<file path="src/ptu_defines.vh">
// Register offsets, field positions and reset values of the periodic timer
`ifndef PTU_DEFINES_VH
`define PTU_DEFINES_VH
`define PTU_OFF_CTRL 12'h000
`define PTU_OFF_CMPA 12'h004
`define PTU_OFF_CMPP 12'h008
`define PTU_OFF_CNT 12'h00C
`define PTU_OFF_FLAG 12'h010
`define PTU_CTRL_RUN 0
`define PTU_CTRL_MODE_LO 1
`define PTU_CTRL_MODE_HI 2
`define PTU_CTRL_OC_LO 3
`define PTU_CTRL_OC_HI 4
`define PTU_CTRL_CCLR 5
`define PTU_CTRL_INIT 6
`define PTU_CTRL_POL 7
`define PTU_CTRL_CAPTS 8
`define PTU_CTRL_CKSEL_LO 9
`define PTU_CTRL_CKSEL_HI 10
`define PTU_FLAG_A 0
`define PTU_FLAG_P 1
`define PTU_CTRL_RST 11'h000
`define PTU_MODE_CMP 2'h0
`define PTU_MODE_CAP 2'h1
`define PTU_MODE_PWM 2'h2
`define PTU_MODE_TMR 2'h3
`define PTU_CNT_MAX 10'h3FF
`define PTU_RESP_OKAY 2'h0
`define PTU_RESP_SLVERR 2'h2
`endif

</file>
<file path="src/ptu_sync_edge.v">
// Two-stage synchroniser with rising and falling edge pulses
`timescale 1ns/1ps
module ptu_sync_edge (
	input wire aclk, // System clock
	input wire aresetn, // Synchronous reset, active low
	input wire pin_in, // Asynchronous pin level
	output wire level, // Synchronised level
	output wire rise, // One-cycle pulse on rising edge
	output wire fall // One-cycle pulse on falling edge
);
	reg meta_q;
	reg sync_q;
	reg prev_q;

	// First stage feeds only the second stage
	always @(posedge aclk)
	begin
		if (!aresetn)
		begin
			meta_q <= 1'b0;
			sync_q <= 1'b0;
			prev_q <= 1'b0;
		end
		else
		begin
			meta_q <= pin_in;
			sync_q <= meta_q;
			prev_q <= sync_q;
		end
	end

	// Edges taken from synchronised stages only
	assign level = sync_q;
	assign rise = sync_q & ~prev_q;
	assign fall = ~sync_q & prev_q;
endmodule

</file>
<file path="src/ptu_prescaler.v">
// Counter clock tick generator: divides the system clock by 1, 4, 16 or 64
`timescale 1ns/1ps
module ptu_prescaler (
	input wire aclk, // System clock
	input wire aresetn, // Synchronous reset, active low
	input wire [1:0] sel, // Divider select
	output wire tick // One-cycle pulse per counter clock
);
	reg [5:0] div_q;

	// Free-running divider; ticks are phase-shared by all selections
	always @(posedge aclk)
	begin
		if (!aresetn)
			div_q <= 6'h00;
		else
			div_q <= div_q + 6'h01;
	end

	assign tick = (sel == 2'h0) ? 1'b1 :
		(sel == 2'h1) ? (div_q[1:0] == 2'h3) :
		(sel == 2'h2) ? (div_q[3:0] == 4'hF) :
		(div_q == 6'h3F);
endmodule

</file>
<file path="src/ptu_timer.v">
// Periodic timer unit: PWM, single pulse and capture with AXI4-Lite registers
`timescale 1ns/1ps
`include "ptu_defines.vh"

module ptu_timer (
	input wire aclk, // System clock, 100 MHz
	input wire aresetn, // Synchronous reset, active low
	input wire [11:0] s_axi_awaddr, // Write address
	input wire s_axi_awvalid, // Write address valid
	output reg s_axi_awready, // Write address ready
	input wire [31:0] s_axi_wdata, // Write data
	input wire [3:0] s_axi_wstrb, // Write strobes
	input wire s_axi_wvalid, // Write data valid
	output reg s_axi_wready, // Write data ready
	output reg [1:0] s_axi_bresp, // Write response
	output reg s_axi_bvalid, // Write response valid
	input wire s_axi_bready, // Write response ready
	input wire [11:0] s_axi_araddr, // Read address
	input wire s_axi_arvalid, // Read address valid
	output reg s_axi_arready, // Read address ready
	output reg [31:0] s_axi_rdata, // Read data
	output reg [1:0] s_axi_rresp, // Read response
	output reg s_axi_rvalid, // Read data valid
	input wire s_axi_rready, // Read data ready
	input wire clock_trigger_pin, // Trigger / capture pin
	input wire capture_input_pin, // Dedicated capture pin
	output reg timer_out, // Timer output pin level
	output reg timer_out_en_n, // Output enable, low while driving
	output reg irq_a, // Comparator A / capture request pulse
	output reg irq_p // Comparator P request pulse
);
	reg [10:0] ctrl_q;
	reg [9:0] compare_a_value_q;
	reg [9:0] compare_p_value_q;
	reg [9:0] cnt_q;
	reg [1:0] flag_q;
	reg run_prev_q;
	reg pwm_lvl_q;
	reg aw_got_q;
	reg w_got_q;
	reg [11:0] awaddr_q;
	reg [31:0] wdata_q;
	reg [3:0] wstrb_q;
	wire tick;
	wire ck_lvl;
	wire ck_rise;
	wire ck_fall;
	wire ci_lvl;
	wire ci_rise;
	wire ci_fall;
	wire run_bit;
	wire [1:0] mode;
	wire [1:0] oc;
	wire run_rise;
	wire cap_rise;
	wire cap_fall;
	wire cap_hit;
	wire a_match;
	wire p_match;
	wire wr_go;
	wire wr_ctrl;
	wire wr_flag;
	wire [10:0] wr_run_mask;
	reg [9:0] cnt_d;
	reg run_d;
	reg out_d;
	reg oe_n_d;
	reg [31:0] rd_d;
	reg rd_ok;

	assign run_bit = ctrl_q[`PTU_CTRL_RUN];
	assign mode = {ctrl_q[`PTU_CTRL_MODE_HI], ctrl_q[`PTU_CTRL_MODE_LO]};
	assign oc = {ctrl_q[`PTU_CTRL_OC_HI], ctrl_q[`PTU_CTRL_OC_LO]};
	assign run_rise = run_bit & ~run_prev_q;

	ptu_prescaler u_pre (
		.aclk(aclk),
		.aresetn(aresetn),
		.sel(ctrl_q[`PTU_CTRL_CKSEL_HI:`PTU_CTRL_CKSEL_LO]),
		.tick(tick)
	);

	// Pin is sampled at its pad, so driven transitions are seen too
	ptu_sync_edge u_ck (
		.aclk(aclk),
		.aresetn(aresetn),
		.pin_in(clock_trigger_pin),
		.level(ck_lvl),
		.rise(ck_rise),
		.fall(ck_fall)
	);

	ptu_sync_edge u_ci (
		.aclk(aclk),
		.aresetn(aresetn),
		.pin_in(capture_input_pin),
		.level(ci_lvl),
		.rise(ci_rise),
		.fall(ci_fall)
	);

	// Capture source: 0 dedicated pin, 1 trigger pin
	assign cap_rise = ctrl_q[`PTU_CTRL_CAPTS] ? ck_rise : ci_rise;
	assign cap_fall = ctrl_q[`PTU_CTRL_CAPTS] ? ck_fall : ci_fall;

	// Edge select 00 rise, 01 fall, 10 both, 11 none
	assign cap_hit = (mode == `PTU_MODE_CAP) && run_bit &&
		(((oc == 2'h0) && cap_rise) || ((oc == 2'h1) && cap_fall) ||
		((oc == 2'h2) && (cap_rise || cap_fall)));

	// Match on the tick reaching the value; never in the restart cycle,
	// where the counter still holds its stale value from the last run
	assign a_match = run_bit && run_prev_q && tick &&
		(cnt_q + 10'h001 == compare_a_value_q);
	// P of zero matches at rollover, giving 1024 counts
	assign p_match = run_bit && run_prev_q && tick &&
		(cnt_q + 10'h001 == compare_p_value_q);

	// Counter and run bit next values
	always @*
	begin
		cnt_d = cnt_q;
		run_d = run_bit;
		if (run_rise)
			cnt_d = 10'h000; // Restart from zero on run rise
		else if (run_bit && tick)
		begin
			cnt_d = cnt_q + 10'h001;
			case (mode)
			`PTU_MODE_PWM:
				if (p_match && oc != 2'h3)
					cnt_d = 10'h000; // Clear source select ignored
			`PTU_MODE_CAP:
				if (p_match)
					cnt_d = 10'h000;
			default: cnt_d = cnt_q + 10'h001;
			endcase
		end
		// Single pulse: trigger edge sets run, A match clears it
		if (mode == `PTU_MODE_PWM && oc == 2'h3)
		begin
			if (a_match)
				run_d = 1'b0;
			else if (ck_rise && !run_bit)
				run_d = 1'b1;
		end
	end

	// PWM level: high below A, 100% when A reaches period
	always @*
	begin
		out_d = timer_out;
		oe_n_d = 1'b1;
		if (mode == `PTU_MODE_PWM)
		begin
			oe_n_d = 1'b0;
			if (oc == 2'h3)
				out_d = run_bit ^ ctrl_q[`PTU_CTRL_POL];
			else if (oc == 2'h2)
				// Waveform to pin; init level then polarity invert
				out_d = pwm_lvl_q ^ ~ctrl_q[`PTU_CTRL_INIT] ^
					ctrl_q[`PTU_CTRL_POL];
			else
				// Forced level; counter still runs underneath
				out_d = oc[0];
		end
		else
			out_d = 1'b0; // No output function in capture
	end

	// Internal PWM comparator level, running in every output setting
	always @(posedge aclk)
	begin
		if (!aresetn)
			pwm_lvl_q <= 1'b0;
		else if (!run_bit)
			pwm_lvl_q <= 1'b0;
		else if ((compare_p_value_q == 10'h000) ?
			1'b0 : (compare_a_value_q >= compare_p_value_q))
			pwm_lvl_q <= 1'b1;
		else
			pwm_lvl_q <= (cnt_d < compare_a_value_q);
	end

	assign wr_go = aw_got_q && w_got_q && !s_axi_bvalid;
	assign wr_ctrl = wr_go && (awaddr_q == `PTU_OFF_CTRL);
	assign wr_flag = wr_go && (awaddr_q == `PTU_OFF_FLAG);
	assign wr_run_mask = {10'h000, 1'b1};

	// Write channels taken in either order, then one response
	always @(posedge aclk)
	begin
		if (!aresetn)
		begin
			aw_got_q <= 1'b0;
			w_got_q <= 1'b0;
			s_axi_awready <= 1'b0;
			s_axi_wready <= 1'b0;
			s_axi_bvalid <= 1'b0;
			s_axi_bresp <= `PTU_RESP_OKAY;
			awaddr_q <= 12'h000;
			wdata_q <= 32'h00000000;
			wstrb_q <= 4'h0;
		end
		else
		begin
			s_axi_awready <= !aw_got_q && !s_axi_awready && s_axi_awvalid;
			s_axi_wready <= !w_got_q && !s_axi_wready && s_axi_wvalid;
			if (s_axi_awvalid && s_axi_awready)
			begin
				aw_got_q <= 1'b1;
				awaddr_q <= {s_axi_awaddr[11:2], 2'h0};
			end
			if (s_axi_wvalid && s_axi_wready)
			begin
				w_got_q <= 1'b1;
				wdata_q <= s_axi_wdata;
				wstrb_q <= s_axi_wstrb;
			end
			if (wr_go)
			begin
				s_axi_bvalid <= 1'b1;
				s_axi_bresp <= (awaddr_q == `PTU_OFF_CTRL ||
					awaddr_q == `PTU_OFF_CMPA ||
					awaddr_q == `PTU_OFF_CMPP ||
					awaddr_q == `PTU_OFF_FLAG) ? `PTU_RESP_OKAY :
					`PTU_RESP_SLVERR;
			end
			else if (s_axi_bvalid && s_axi_bready)
			begin
				s_axi_bvalid <= 1'b0;
				aw_got_q <= 1'b0;
				w_got_q <= 1'b0;
			end
		end
	end

	// Control, compare and flag registers; a hardware flag set wins over clear
	always @(posedge aclk)
	begin
		if (!aresetn)
		begin
			ctrl_q <= `PTU_CTRL_RST;
			compare_a_value_q <= 10'h000;
			compare_p_value_q <= 10'h000;
			flag_q <= 2'h0;
			cnt_q <= 10'h000;
			run_prev_q <= 1'b0;
		end
		else
		begin
			cnt_q <= cnt_d;
			run_prev_q <= run_bit;
			if (wr_ctrl && wstrb_q[0])
				ctrl_q[7:0] <= wdata_q[7:0];
			else
				ctrl_q[`PTU_CTRL_RUN] <= run_d;
			if (wr_ctrl && wstrb_q[1])
				ctrl_q[10:8] <= wdata_q[10:8];
			if (wr_ctrl && wstrb_q[0] && wr_run_mask[0] && a_match &&
				mode == `PTU_MODE_PWM && oc == 2'h3)
				ctrl_q[`PTU_CTRL_RUN] <= 1'b0; // A match still ends pulse
			if (cap_hit)
				compare_a_value_q <= cnt_q; // Latch counter
			else if (wr_go && awaddr_q == `PTU_OFF_CMPA)
			begin
				if (wstrb_q[0])
					compare_a_value_q[7:0] <= wdata_q[7:0];
				if (wstrb_q[1])
					compare_a_value_q[9:8] <= wdata_q[9:8];
			end
			if (wr_go && awaddr_q == `PTU_OFF_CMPP)
			begin
				if (wstrb_q[0])
					compare_p_value_q[7:0] <= wdata_q[7:0];
				if (wstrb_q[1])
					compare_p_value_q[9:8] <= wdata_q[9:8];
			end
			// Write one to clear; a new event in the same cycle stays set
			flag_q[`PTU_FLAG_A] <= (flag_q[`PTU_FLAG_A] &
				~(wr_flag & wstrb_q[0] & wdata_q[`PTU_FLAG_A])) |
				(a_match & mode != `PTU_MODE_CAP) | cap_hit;
			flag_q[`PTU_FLAG_P] <= (flag_q[`PTU_FLAG_P] &
				~(wr_flag & wstrb_q[0] & wdata_q[`PTU_FLAG_P])) |
				(p_match & mode != `PTU_MODE_PWM | p_match &
				oc != 2'h3);
		end
	end

	// Read decode
	always @*
	begin
		rd_d = 32'h00000000;
		rd_ok = 1'b1;
		case ({s_axi_araddr[11:2], 2'h0})
		`PTU_OFF_CTRL: rd_d = {21'h000000, ctrl_q};
		`PTU_OFF_CMPA: rd_d = {22'h000000, compare_a_value_q};
		`PTU_OFF_CMPP: rd_d = {22'h000000, compare_p_value_q};
		`PTU_OFF_CNT: rd_d = {22'h000000, cnt_q};
		`PTU_OFF_FLAG: rd_d = {30'h00000000, flag_q};
		default: rd_ok = 1'b0;
		endcase
	end

	// Read channel: address taken, data one cycle later
	always @(posedge aclk)
	begin
		if (!aresetn)
		begin
			s_axi_arready <= 1'b0;
			s_axi_rvalid <= 1'b0;
			s_axi_rdata <= 32'h00000000;
			s_axi_rresp <= `PTU_RESP_OKAY;
		end
		else
		begin
			s_axi_arready <= !s_axi_arready && !s_axi_rvalid &&
				s_axi_arvalid;
			if (s_axi_arvalid && s_axi_arready)
			begin
				s_axi_rvalid <= 1'b1;
				s_axi_rdata <= rd_d;
				s_axi_rresp <= rd_ok ? `PTU_RESP_OKAY : `PTU_RESP_SLVERR;
			end
			else if (s_axi_rvalid && s_axi_rready)
				s_axi_rvalid <= 1'b0;
		end
	end

	// Pin and request outputs registered
	always @(posedge aclk)
	begin
		if (!aresetn)
		begin
			timer_out <= 1'b0;
			timer_out_en_n <= 1'b1;
			irq_a <= 1'b0;
			irq_p <= 1'b0;
		end
		else
		begin
			timer_out <= out_d;
			timer_out_en_n <= oe_n_d;
			irq_a <= (a_match & mode != `PTU_MODE_CAP) | cap_hit;
			irq_p <= p_match & !(mode == `PTU_MODE_PWM && oc == 2'h3);
		end
	end
endmodule

</file>
<file path="config.mk">
export PLATFORM = sky130hd
export DESIGN_NAME = ptu_timer
export DESIGN_NICKNAME = d
export VERILOG_FILES = /design/src/ptu_sync_edge.v /design/src/ptu_prescaler.v /design/src/ptu_timer.v
export VERILOG_INCLUDE_DIRS = /design/src
export SDC_FILE = /design/constraint.sdc
export NUM_CORES = 1
export LEC_CHECK = 0
export BUFFER_PORTS_ARGS = -buffer_cell sky130_fd_sc_hd__clkbuf_2
export CAP_MARGIN = 40
export CELL_PAD_IN_SITES_DETAIL_PLACEMENT = 0
export CELL_PAD_IN_SITES_GLOBAL_PLACEMENT = 1
export CORE_ASPECT_RATIO = 1.4
export CORE_MARGIN = 2
export CORE_UTILIZATION = 33
export DETAILED_ROUTE_END_ITERATION = 10
export GPL_TIMING_DRIVEN = 0
export PLACE_DENSITY_LB_ADDON = 0.3
export SLEW_MARGIN = 20
export SYNTH_ARGS = -nofsm -noshare
export SYNTH_HDL_FRONTEND = slang
export SYNTH_HIERARCHICAL = 1
export SYNTH_SLANG_ARGS = --single-unit
</file>
<file path="constraint.sdc">
create_clock -name aclk -period 3.54 [get_ports aclk]
set_input_delay 0.177 -clock aclk [delete_from_list [all_inputs] [get_ports aclk]]
set_output_delay 0.177 -clock aclk [all_outputs]
set_load 0.005 [all_outputs]
</file>
Yosys cells after proc, flatten, opt, wreduce, memory -nomap -nowiden
Cells that the tools add are included.
Widths: inputs -> output; s select.
{ "classes": {"bitwise": 31, "magnitude_cmp": 2, "eq_ne": 22, "addsub": 2, "n_reduce_logical": 71, "n_mux": 37} }
{ "op_table": {"columns": ["cell", "n"], "rows": [
  ["$mux 10", 6],
  ["$pmux 11 s5", 1],
  ["$logic_and 1x1->1", 35],
  ["$eq 10x2->1 const B", 3],
  ["$mux 1", 25],
  ["$eq 10x1->1 const B", 2],
  ["$eq 10x10->1", 2],
  ["$eq 10x3->1 const B", 2],
  ["$logic_not 10->1", 2],
  ["$pmux 10 s2", 1],
  ["$and 1x1->1", 14],
  ["$reduce_and 2->1", 7],
  ["$logic_not 12->1", 1],
  ["$reduce_bool 2->1", 6],
  ["$add 10x1->10 const B", 1],
  ["$eq 2x2->1 const B", 5],
  ["$ge 10x10->1", 1],
  ["$lt 10x10->1", 1],
  ["$logic_not 1->1", 9],
  ["$not 1->1", 9],
  ["$mux 8", 1],
  ["$add 6x1->6 const B", 1],
  ["$eq 2x1->1 const B", 3],
  ["$eq 6x6->1 const B", 1],
  ["other kinds (11)", 26]
]} }
{ "word_totals": {"register_bits": 127, "inputBits": 69, "output_inout_bits": 45, "wordCells": 200} }

Logic depth before layout (Yosys ltp)
Gate-level depths: netlist of run 1.
{ "logic_depth": {"word_depth": 13, "mapped_depth": 19, "depth_no_buf": 17} }

Hierarchy
The synthesis of run 1 kept the hierarchy.
{ "by_module_without_submodules": {"columns": ["mod", "seq_area_each_um2", "area_each_um2", "n_inst", "cells_per_inst"], "rows": [
  ["ptu_timer", 1841.8, 5142.4, 1, 613],
  ["ptu_prescaler", 120.1, 262.8, 1, 28],
  ["ptu_sync_edge", 60.1, 91.3, 2, 8]
]} }

Worst setup path after synthesis of run 1
No wires, ideal clock.
{ "synth_timing": {"path_kind": "register -> register", "from": "register cnt_q[1]", "to": "register pwm_lvl_q", "t_arrival_ns": 3.458, "setup_ns": 0.093, "slack_ns": -0.011, "synth_period_minus_slack_ns": 3.551, "stages_incl_launch_ff": 18, "path_buffers": 2, "required_ns": 3.447, "path_cell_list": "dfxtp_1 -> ha_1 -> clkbuf_2 -> nand2_1 -> nor3_1 -> xnor2_1 -> nand3_1 -> o41a_1 -> nor3_4 -> buf_6 -> nor3_1 -> ha_1 -> a21o_1 -> a21o_1 -> a21oi_1 -> o221ai_1 -> a31o_2 -> o311ai_2"} }
{ "synth_between": {"elab_chain_cells": 10, "elab_cells_between_ends": 11, "classes_between": "1 x add/sub; 1 x order compare; 1 x eq/ne; 6 x mux; 2 x reduce/logical"} }
{ "synth_rtl": {"columns": ["item", "line_no", "source"], "rows": [
  ["start: declaration", "ptu_timer.v:35", "reg [9:0] cnt_q;"],
  ["start signal: assignment", "ptu_timer.v:252", "cnt_q <= cnt_d;"],
  ["$add 10x1->10 *", "ptu_timer.v:117, ptu_timer.v:128, ptu_timer.v:136", null],
  ["$eq 10x10->1", "ptu_timer.v:117", "(cnt_q + 10'h001 == compare_p_value_q);"],
  ["$logic_and 1x1->1", "ptu_timer.v:116", "assign p_match = run_bit && run_prev_q && tick &&"],
  ["$logic_and 1x1->1", "ptu_timer.v:131", "if (p_match && oc != 2'h3)"],
  ["$mux 10", "ptu_timer.v:131", null],
  ["$pmux 10 s2 *", "ptu_timer.v:129", "case (mode)"],
  ["$mux 10 *", "ptu_timer.v:126", "else if (run_bit && tick)"],
  ["$mux 10 *", "ptu_timer.v:124", "if (run_rise)"],
  ["named net cnt_d[3]", "ptu_timer.v:64", "reg [9:0] cnt_d;"],
  ["$lt 10x10->1 *", "ptu_timer.v:182", "pwm_lvl_q <= (cnt_d < compare_a_value_q);"],
  ["$mux 1 *", "ptu_timer.v:178", "else if ((compare_p_value_q == 10'h000) ?"],
  ["end signal: assignment", "ptu_timer.v:182", null],
  ["end: declaration", "ptu_timer.v:38", "reg pwm_lvl_q;"]
]} }
Mark *: on every way through the listed nets, which the timed path passes. The rest lies on a longest branch.
A chain may end at the register's enable or synchronous reset.

Final worst setup path of run 1
Same ends and word-level chain as after synthesis.

==> results of run 1 <==
cell usage after synthesis, types with 16 or more instances:
cell      number  area, µm²
nor2_1        45        169
nand2_1      104        390
inv_1         28        105
buf_4         25        188
xnor2_1       22        193
mux2i_1       24        240
a211oi_1      16        120
a21oi_1       57        285
nor3_1        28        140
dfxtp_1      104       2080
ha_1          23        288
area by class of cell:
class,instances,area (µm²),share of cell area
plain buffers,52,330,0.0467
clock inverters,7,92.6,0.0131
inverters,29,109,0.0154
multi-input cells,492,3330,0.471
clock buffers,9,225,0.0318
repair buffers,105,626,0.0885
well taps,203,254,0.0359
flip-flops and latches,104,2110,0.298
what timing repair did:
item | in CTS | in global routing
gates resized for setup | 17 | 30
cloned | 1 | 0
pin swaps | 12 | 18
setup endpoints to repair | 1 | 3
setup buffers | 27 | 13
power groups by stage:
stage	logic, mW	registers, mW	clock network, mW
after floorplan	0.0804	1.23	0
after global placement	0.130	1.23	0
after detailed placement	0.130	1.23	0
after CTS	0.133	1.20	1.10
after global routing	0.149	1.21	1.15
final	0.133	1.20	1.08
worst reg2reg max path, cell delays in order (launching register included):
cell	delay, ns
dfxtp_4	0.38
ha_4	0.14
buf_6	0.12
nand3_4	0.08
xor2_1	0.16
a211oi_2	0.26
o22ai_2	0.15
o41a_1	0.47
nor3_4	0.28
buf_6	0.16
nor3_2	0.04
ha_1	0.30
a21o_1	0.16
a21o_1	0.18
a21oi_2	0.20
o221ai_2	0.17
a31o_2	0.26
o311ai_4	0.08
cell families (layout without fill, tap and decap cells):
kind of cell	Yosys count	after routing	share of synthesized area
and+or+nand+nor	257	257	0.220
AOI/OAI and AO/OA	118	118	0.131
DFF	104	104	0.373
buffers and inverters	83	202	0.0781
xor gates and xnor gates	37	37	0.0629
muxes	34	34	0.0833
adders and majority gates	23	23	0.0515
other	1	23	0.000671
registers in the layout (all words and copies together) (netlist names), 2 cells and up:
register and count:
compare_p_value_q 10, s_axi_rdata 11, compare_a_value_q 10, awaddr_q 10, wstrb_q 2, flag_q 2, wdata_q 11, ctrl_q 11
cnt_q 10, u_pre/div_q 6
worst min path at each step:
stage                      startpoint             to  slack, ns  cells after the start
finish              clock_trigger_pin    u_ck/meta_q       0.02                      2
global route        clock_trigger_pin    u_ck/meta_q       0.01                      2
CTS                 clock_trigger_pin    u_ck/meta_q       0.01                      2
detailed placement  clock_trigger_pin    u_ck/meta_q       0.39                      2
global placement    capture_input_pin    u_ci/meta_q       0.39                      2
floorplan               s_axi_arvalid  s_axi_arready       0.30                      2
per-stage QoR:
stage               TNS [ns]  power, mW
finish                -0.324       2.42
global route          -0.670       2.51
CTS                   -0.662       2.44
detailed placement    -0.703       1.36
global placement      -0.681       1.36
floorplan                  0       1.31
per-layer routing:
layer | GRT usage | vias to the layer above | wire [µm]
met5 | 0 | - | 0
met4 | 0.0854 | 0 | 665
met3 | 0.0310 | 36 | 675
met2 | 0.356 | 126 | 9020
met1 | 0.214 | 2401 | 6490
li1 | - | 2500 | -
==> flow_summary.ini, run 1 <==
[final_layout]
final_nets = 885
fin_util = 0.424
post-route-cell-area_um2 = 7070
finalNonFillerCells = 1001
mostFrequentLayoutCell = nand2_1
final_cell_mix = nand2_1, dfxtp_1, buf_4, clkbuf_2, a21oi_1
syn2layout_area_growth_pct = 26.6
nFillCells = 1714
drive_gt1_frac = 0.266
antenna_cells = 0

[timing]
drv_slew = 0
min_period_over_period = 1.04
tightest_slew_ns = 0.819
finalHoldViolations = 0
grt_setup_unrepaired = yes
slew_headroom = 0.449
setup_viol = 3
skew_ns = 0.0107
fmaxAchievable_ghz = 0.271
min_period_ns = 3.69
setup_slack_ns = -0.150
hold_slack_ns = 0.0184

[place]
place_congestion = 0.923
dp_hpwl_mm = 12.9
dp.cells = 945
io_buffer_count = 63
pre_cts_slack_ns = -0.703
place_area_um2 = 6260

[power]
switching_share = 0.247
p_per_area_nw_per_um2 = 342
netSwitchingPower_mw = 0.598
seqPwrFrac = 0.497
leakage_nw = 2.82
clockPowerShare = 0.448
intPower_mw = 1.82
ir_worst_vdd_uv = 266
pwr-share-comb = 0.055

[critical_path]
cp_max_fo = 6
cp.arrival_ns = 3.95
critical_path.top_delay_family = compound AO/OA/AOI/OAI gates
critical_path.startpoint = cnt_q[1]
critical_path_buf_inv_count = 2
critical_path.endpoint = pwm_lvl_q
cp-end-kind = flop
worstPathRequired_ns = 3.80
rr_startpoint = cnt_q[1]
rrSetupSlack_ns = -0.15
slowest_delay_ns = 0.47
crit_type = flop to flop
r2r-end = pwm_lvl_q
r2r_cells = 17
critical_path.cell_chain = ha_4, buf_6, nand3_4, xor2_1, a211oi_2, o22ai_2, o41a_1, nor3_4, buf_6, nor3_2, ha_1, a21o_1, a21o_1, a21oi_2, o221ai_2, a31o_2, o311ai_4
cp_num_cells = 17
crit_path_start_kind = flop
cp_slowest_cell = o41a_1

[clocking]
clock_latency_ns = 0.35
cts_num_sinks = 104
hold_buffers = 0
cts_buffers = 9
clkTransAtPathRegs_ns = 0.08
cts_tree = built
clockBufferDepth = 2
clockRootBuffer = clkbuf_16
htree_levels = 3

[route]
antenna_left = 0
drt-wirelength-per-cell_um = 16.8
drc = 0
avgViaCountPerCell = 5.06
drt_iter0_markers = 194
vias = 5063
firstDrtPassIters = 4
totalWireLength_mm = 16.8

[die]
ios = 114
core_um2 = 16700
die_h_um = 158
die-area_um2 = 18000
start_util = 0.335
fp.dieW_um = 114
num_rows = 56

[grt]
grt_max_degree = 21
grt.overflow.total = 0
grt_pass1_vias = 5091
grt_antenna_before_repair = 0
grt_pass1_wl_mm = 26.9
grt_util_all_layers = 0.192

[synth]
ys_seq_area_frac = 0.373
synth-main-ff-cell = dfxtp_1
synth_cell_type_count = 58
synth_edf_count = 0
avgSynthCellArea_um2 = 8.51
yosys_warnings = 6
synthArstFlopShare = 0
netlist_instances = 657
synthesis.area_um2 = 5590
ys_ff_latch = 104

[status]
outcome = finished, violations left
violations = setup timing

[flow_run]
max_cap_violations = 0

[min_path]
hold_path.class = input port to flop
(Power assumes the default switching activity.)
==> inputs of run 2 (changes only) <==
Settings changed: SKIP_LAST_GASP from default to 1, SYNTH_HIERARCHICAL 1 to default.
==> flow_summary.ini, run 2 <==
[status]
outcome = finished, violations left
violations = setup timing

[critical_path]
cp-end-kind = flop
worstPathRequired_ns = 3.79
rrSetupSlack_ns = -0.30
critical_path.top_delay_family = compound AO/OA/AOI/OAI gates
cp_slowest_cell = a211o_1
cp.arrival_ns = 4.08
slowest_delay_ns = 0.41
cp_max_fo = 6
critical_path.cell_chain = ha_4, and4_1, a32o_2, o2111ai_2, a211o_1, o311ai_4, buf_12, a31oi_1, ha_1, nand4_1, or3_4, nor4_4, o21ai_1, o21a_1
crit_type = flop to flop
crit_path_start_kind = flop
critical_path_buf_inv_count = 1

[timing]
slew_headroom = 0.507
hold_slack_ns = 0.0274
skew_ns = 0.00811
min_period_over_period = 1.08
setup_slack_ns = -0.295
fin_tns_setup_ns = -0.295
tightest_slew_ns = 0.740
grt_setup_unrepaired = yes
min_period_ns = 3.84
fmaxAchievable_ghz = 0.261
drv_slew = 0
finalHoldViolations = 0
setup_viol = 1

[min_path]
hold_path.class = input port to flop

[clocking]
clkTransAtPathRegs_ns = 0.08
clockRootBuffer = clkbuf_16
clock_latency_ns = 0.35
clockBufferDepth = 2
cts_tree = built
cts_buffers = 9
hold_buffers = 0
htree_levels = 3
cts_num_sinks = 104

[synth]
synth.largest_area_cell = dfxtp_1
netlist_instances = 667
yosys_warnings = 0
ys_ff_latch = 104
ys_seq_area_frac = 0.357
synth_edf_count = 0
synth-main-ff-cell = dfxtp_1
synth.cells.most_frequent = dfxtp_1, nand2_1, nor2_1
synth_most_common_cell = dfxtp_1
synthArstFlopShare = 0
avgSynthCellArea_um2 = 8.75
synthesis.area_um2 = 5840
synth_cell_type_count = 67
synth_area_leaders = dfxtp_1, nand2_1, ha_1
synth_top_area_share = 0.357

[flow_run]
max_cap_violations = 0

[final_layout]
final_cell_mix = dfxtp_1, nand2_1, clkbuf_2, nor2_1, a21oi_1
syn2layout_area_growth_pct = 23.6
finalNonFillerCells = 1019
post-route-cell-area_um2 = 7210
reg_top3 = ctrl_q x11, s_axi_rdata x11, wdata_q x11
final_nets = 870
antenna_cells = 0
drive_gt1_frac = 0.238
mostFrequentLayoutCell = dfxtp_1
nFillCells = 1785
fin_util = 0.416

[die]
start_util = 0.337
ios = 114
num_rows = 57
core_um2 = 17300
die-area_um2 = 18800
fp.dieW_um = 116
die_h_um = 161

[place]
place_area_um2 = 6530
dp_hpwl_mm = 13.9
io_buffer_count = 62
dp.cells = 987
place_congestion = 0.907

[route]
firstDrtPassIters = 5
avgViaCountPerCell = 5.05
vias = 5143
drt_iter0_markers = 235
drc = 0
totalWireLength_mm = 17.9
drt-wirelength-per-cell_um = 17.5
antenna_left = 0

[grt]
grt_pass1_vias = 5071
grt_max_degree = 18
grt.overflow.total = 0
grt_pass1_wl_mm = 27.5
grt_util_all_layers = 0.193
grt_antenna_before_repair = 0

[power]
leakage_nw = 2.91
ir_worst_vdd_uv = 240
p_per_area_nw_per_um2 = 329
-- run 2: changes by cell type after synthesis, moves of 9 or more --
cell,delta
a31oi_1,+18
nand2_1,-16
nor3_1,-16
nor2_1,+13
a211oi_1,-11
nor3b_1,+9
-- run 2: path summary, 6_finish.rpt --
path	endpoint	cells after the start	startpoint
worst min register to register	u_ci.level	1	u_ci.meta_q
worst min-delay path	u_ci.meta_q	2	capture_input_pin
worst max register to register	pwm_lvl_q	14	u_pre.div_q[0]
worst max-delay path	pwm_lvl_q	14	u_pre.div_q[0]
-- run 2: stage by stage --
stage               total power, mW  worst slack (ns)
finish                         2.38            -0.295
global route                   2.45            -0.348
CTS                            2.39            -0.237
detailed placement             1.37            -0.528
global placement               1.37            -0.550
floorplan                      1.31             0.108
-- run 2: final cells by class --
cell class / count / area [µm²] / share of cell area
Buffer: 53 / 324 / 0.0449
Clock buffer: 10 / 229 / 0.0317
Clock inverter: 6 / 67.6 / 0.00937
Inverter: 33 / 124 / 0.0172
Multi-Input combinational cell: 498 / 3620 / 0.502
Sequential cell: 104 / 2100 / 0.291
Tap cell: 236 / 295 / 0.0409
Timing Repair Buffer: 79 / 454 / 0.0630
-- run 2: where the power goes --
part,switching (mW),internal [mW],total (mW)
Sequential,0.0180,1.19,1.20
Combinational,0.0804,0.0628,0.143
Clock,0.475,0.555,1.03
Total,0.573,1.80,2.38
-- run 2: cells by family after synthesis --
kind of cell    Yosys count  synth area share
simple gates            245             0.212
compound gates          137             0.164
flops                   104             0.357
buf+inv                  87            0.0774
xor+xnor                 36            0.0600
mux                      34            0.0797
fa+ha+maj                23            0.0493
other cells               1          0.000642
-- run 2: worst register-to-register path, stage by stage, from the launching register on --
cell	delay (ns)
dfxtp_4	0.36
ha_4	0.15
and4_1	0.22
a32o_2	0.26
o2111ai_2	0.17
a211o_1	0.41
o311ai_4	0.37
buf_12	0.18
a31oi_1	0.10
ha_1	0.34
nand4_1	0.18
or3_4	0.40
nor4_4	0.28
o21ai_1	0.10
o21a_1	0.19
-- run 2: what timing repair did --
| action | 4_1_cts | 5_1_grt |
|---|---|---|
| pin swaps | 12 | 19 |
| cloned | 1 | 0 |
| endpoints found under the setup margin | 1 | 1 |
| hold endpoints to repair | 0 | 0 |
| setup buffers | 8 | 9 |
| resized for setup | 18 | 27 |
-- run 2: routing by layer --
layer  global-route usage  share of wire  vias to the layer above  wire length, µm
li1                     -              -                     2528                -
met5                    0              0                        -                0
met2                0.344           0.53                      107             9420
met3               0.0225          0.022                       45              398
met4                0.107          0.056                        0             1010
met1                0.218           0.39                     2463             7050
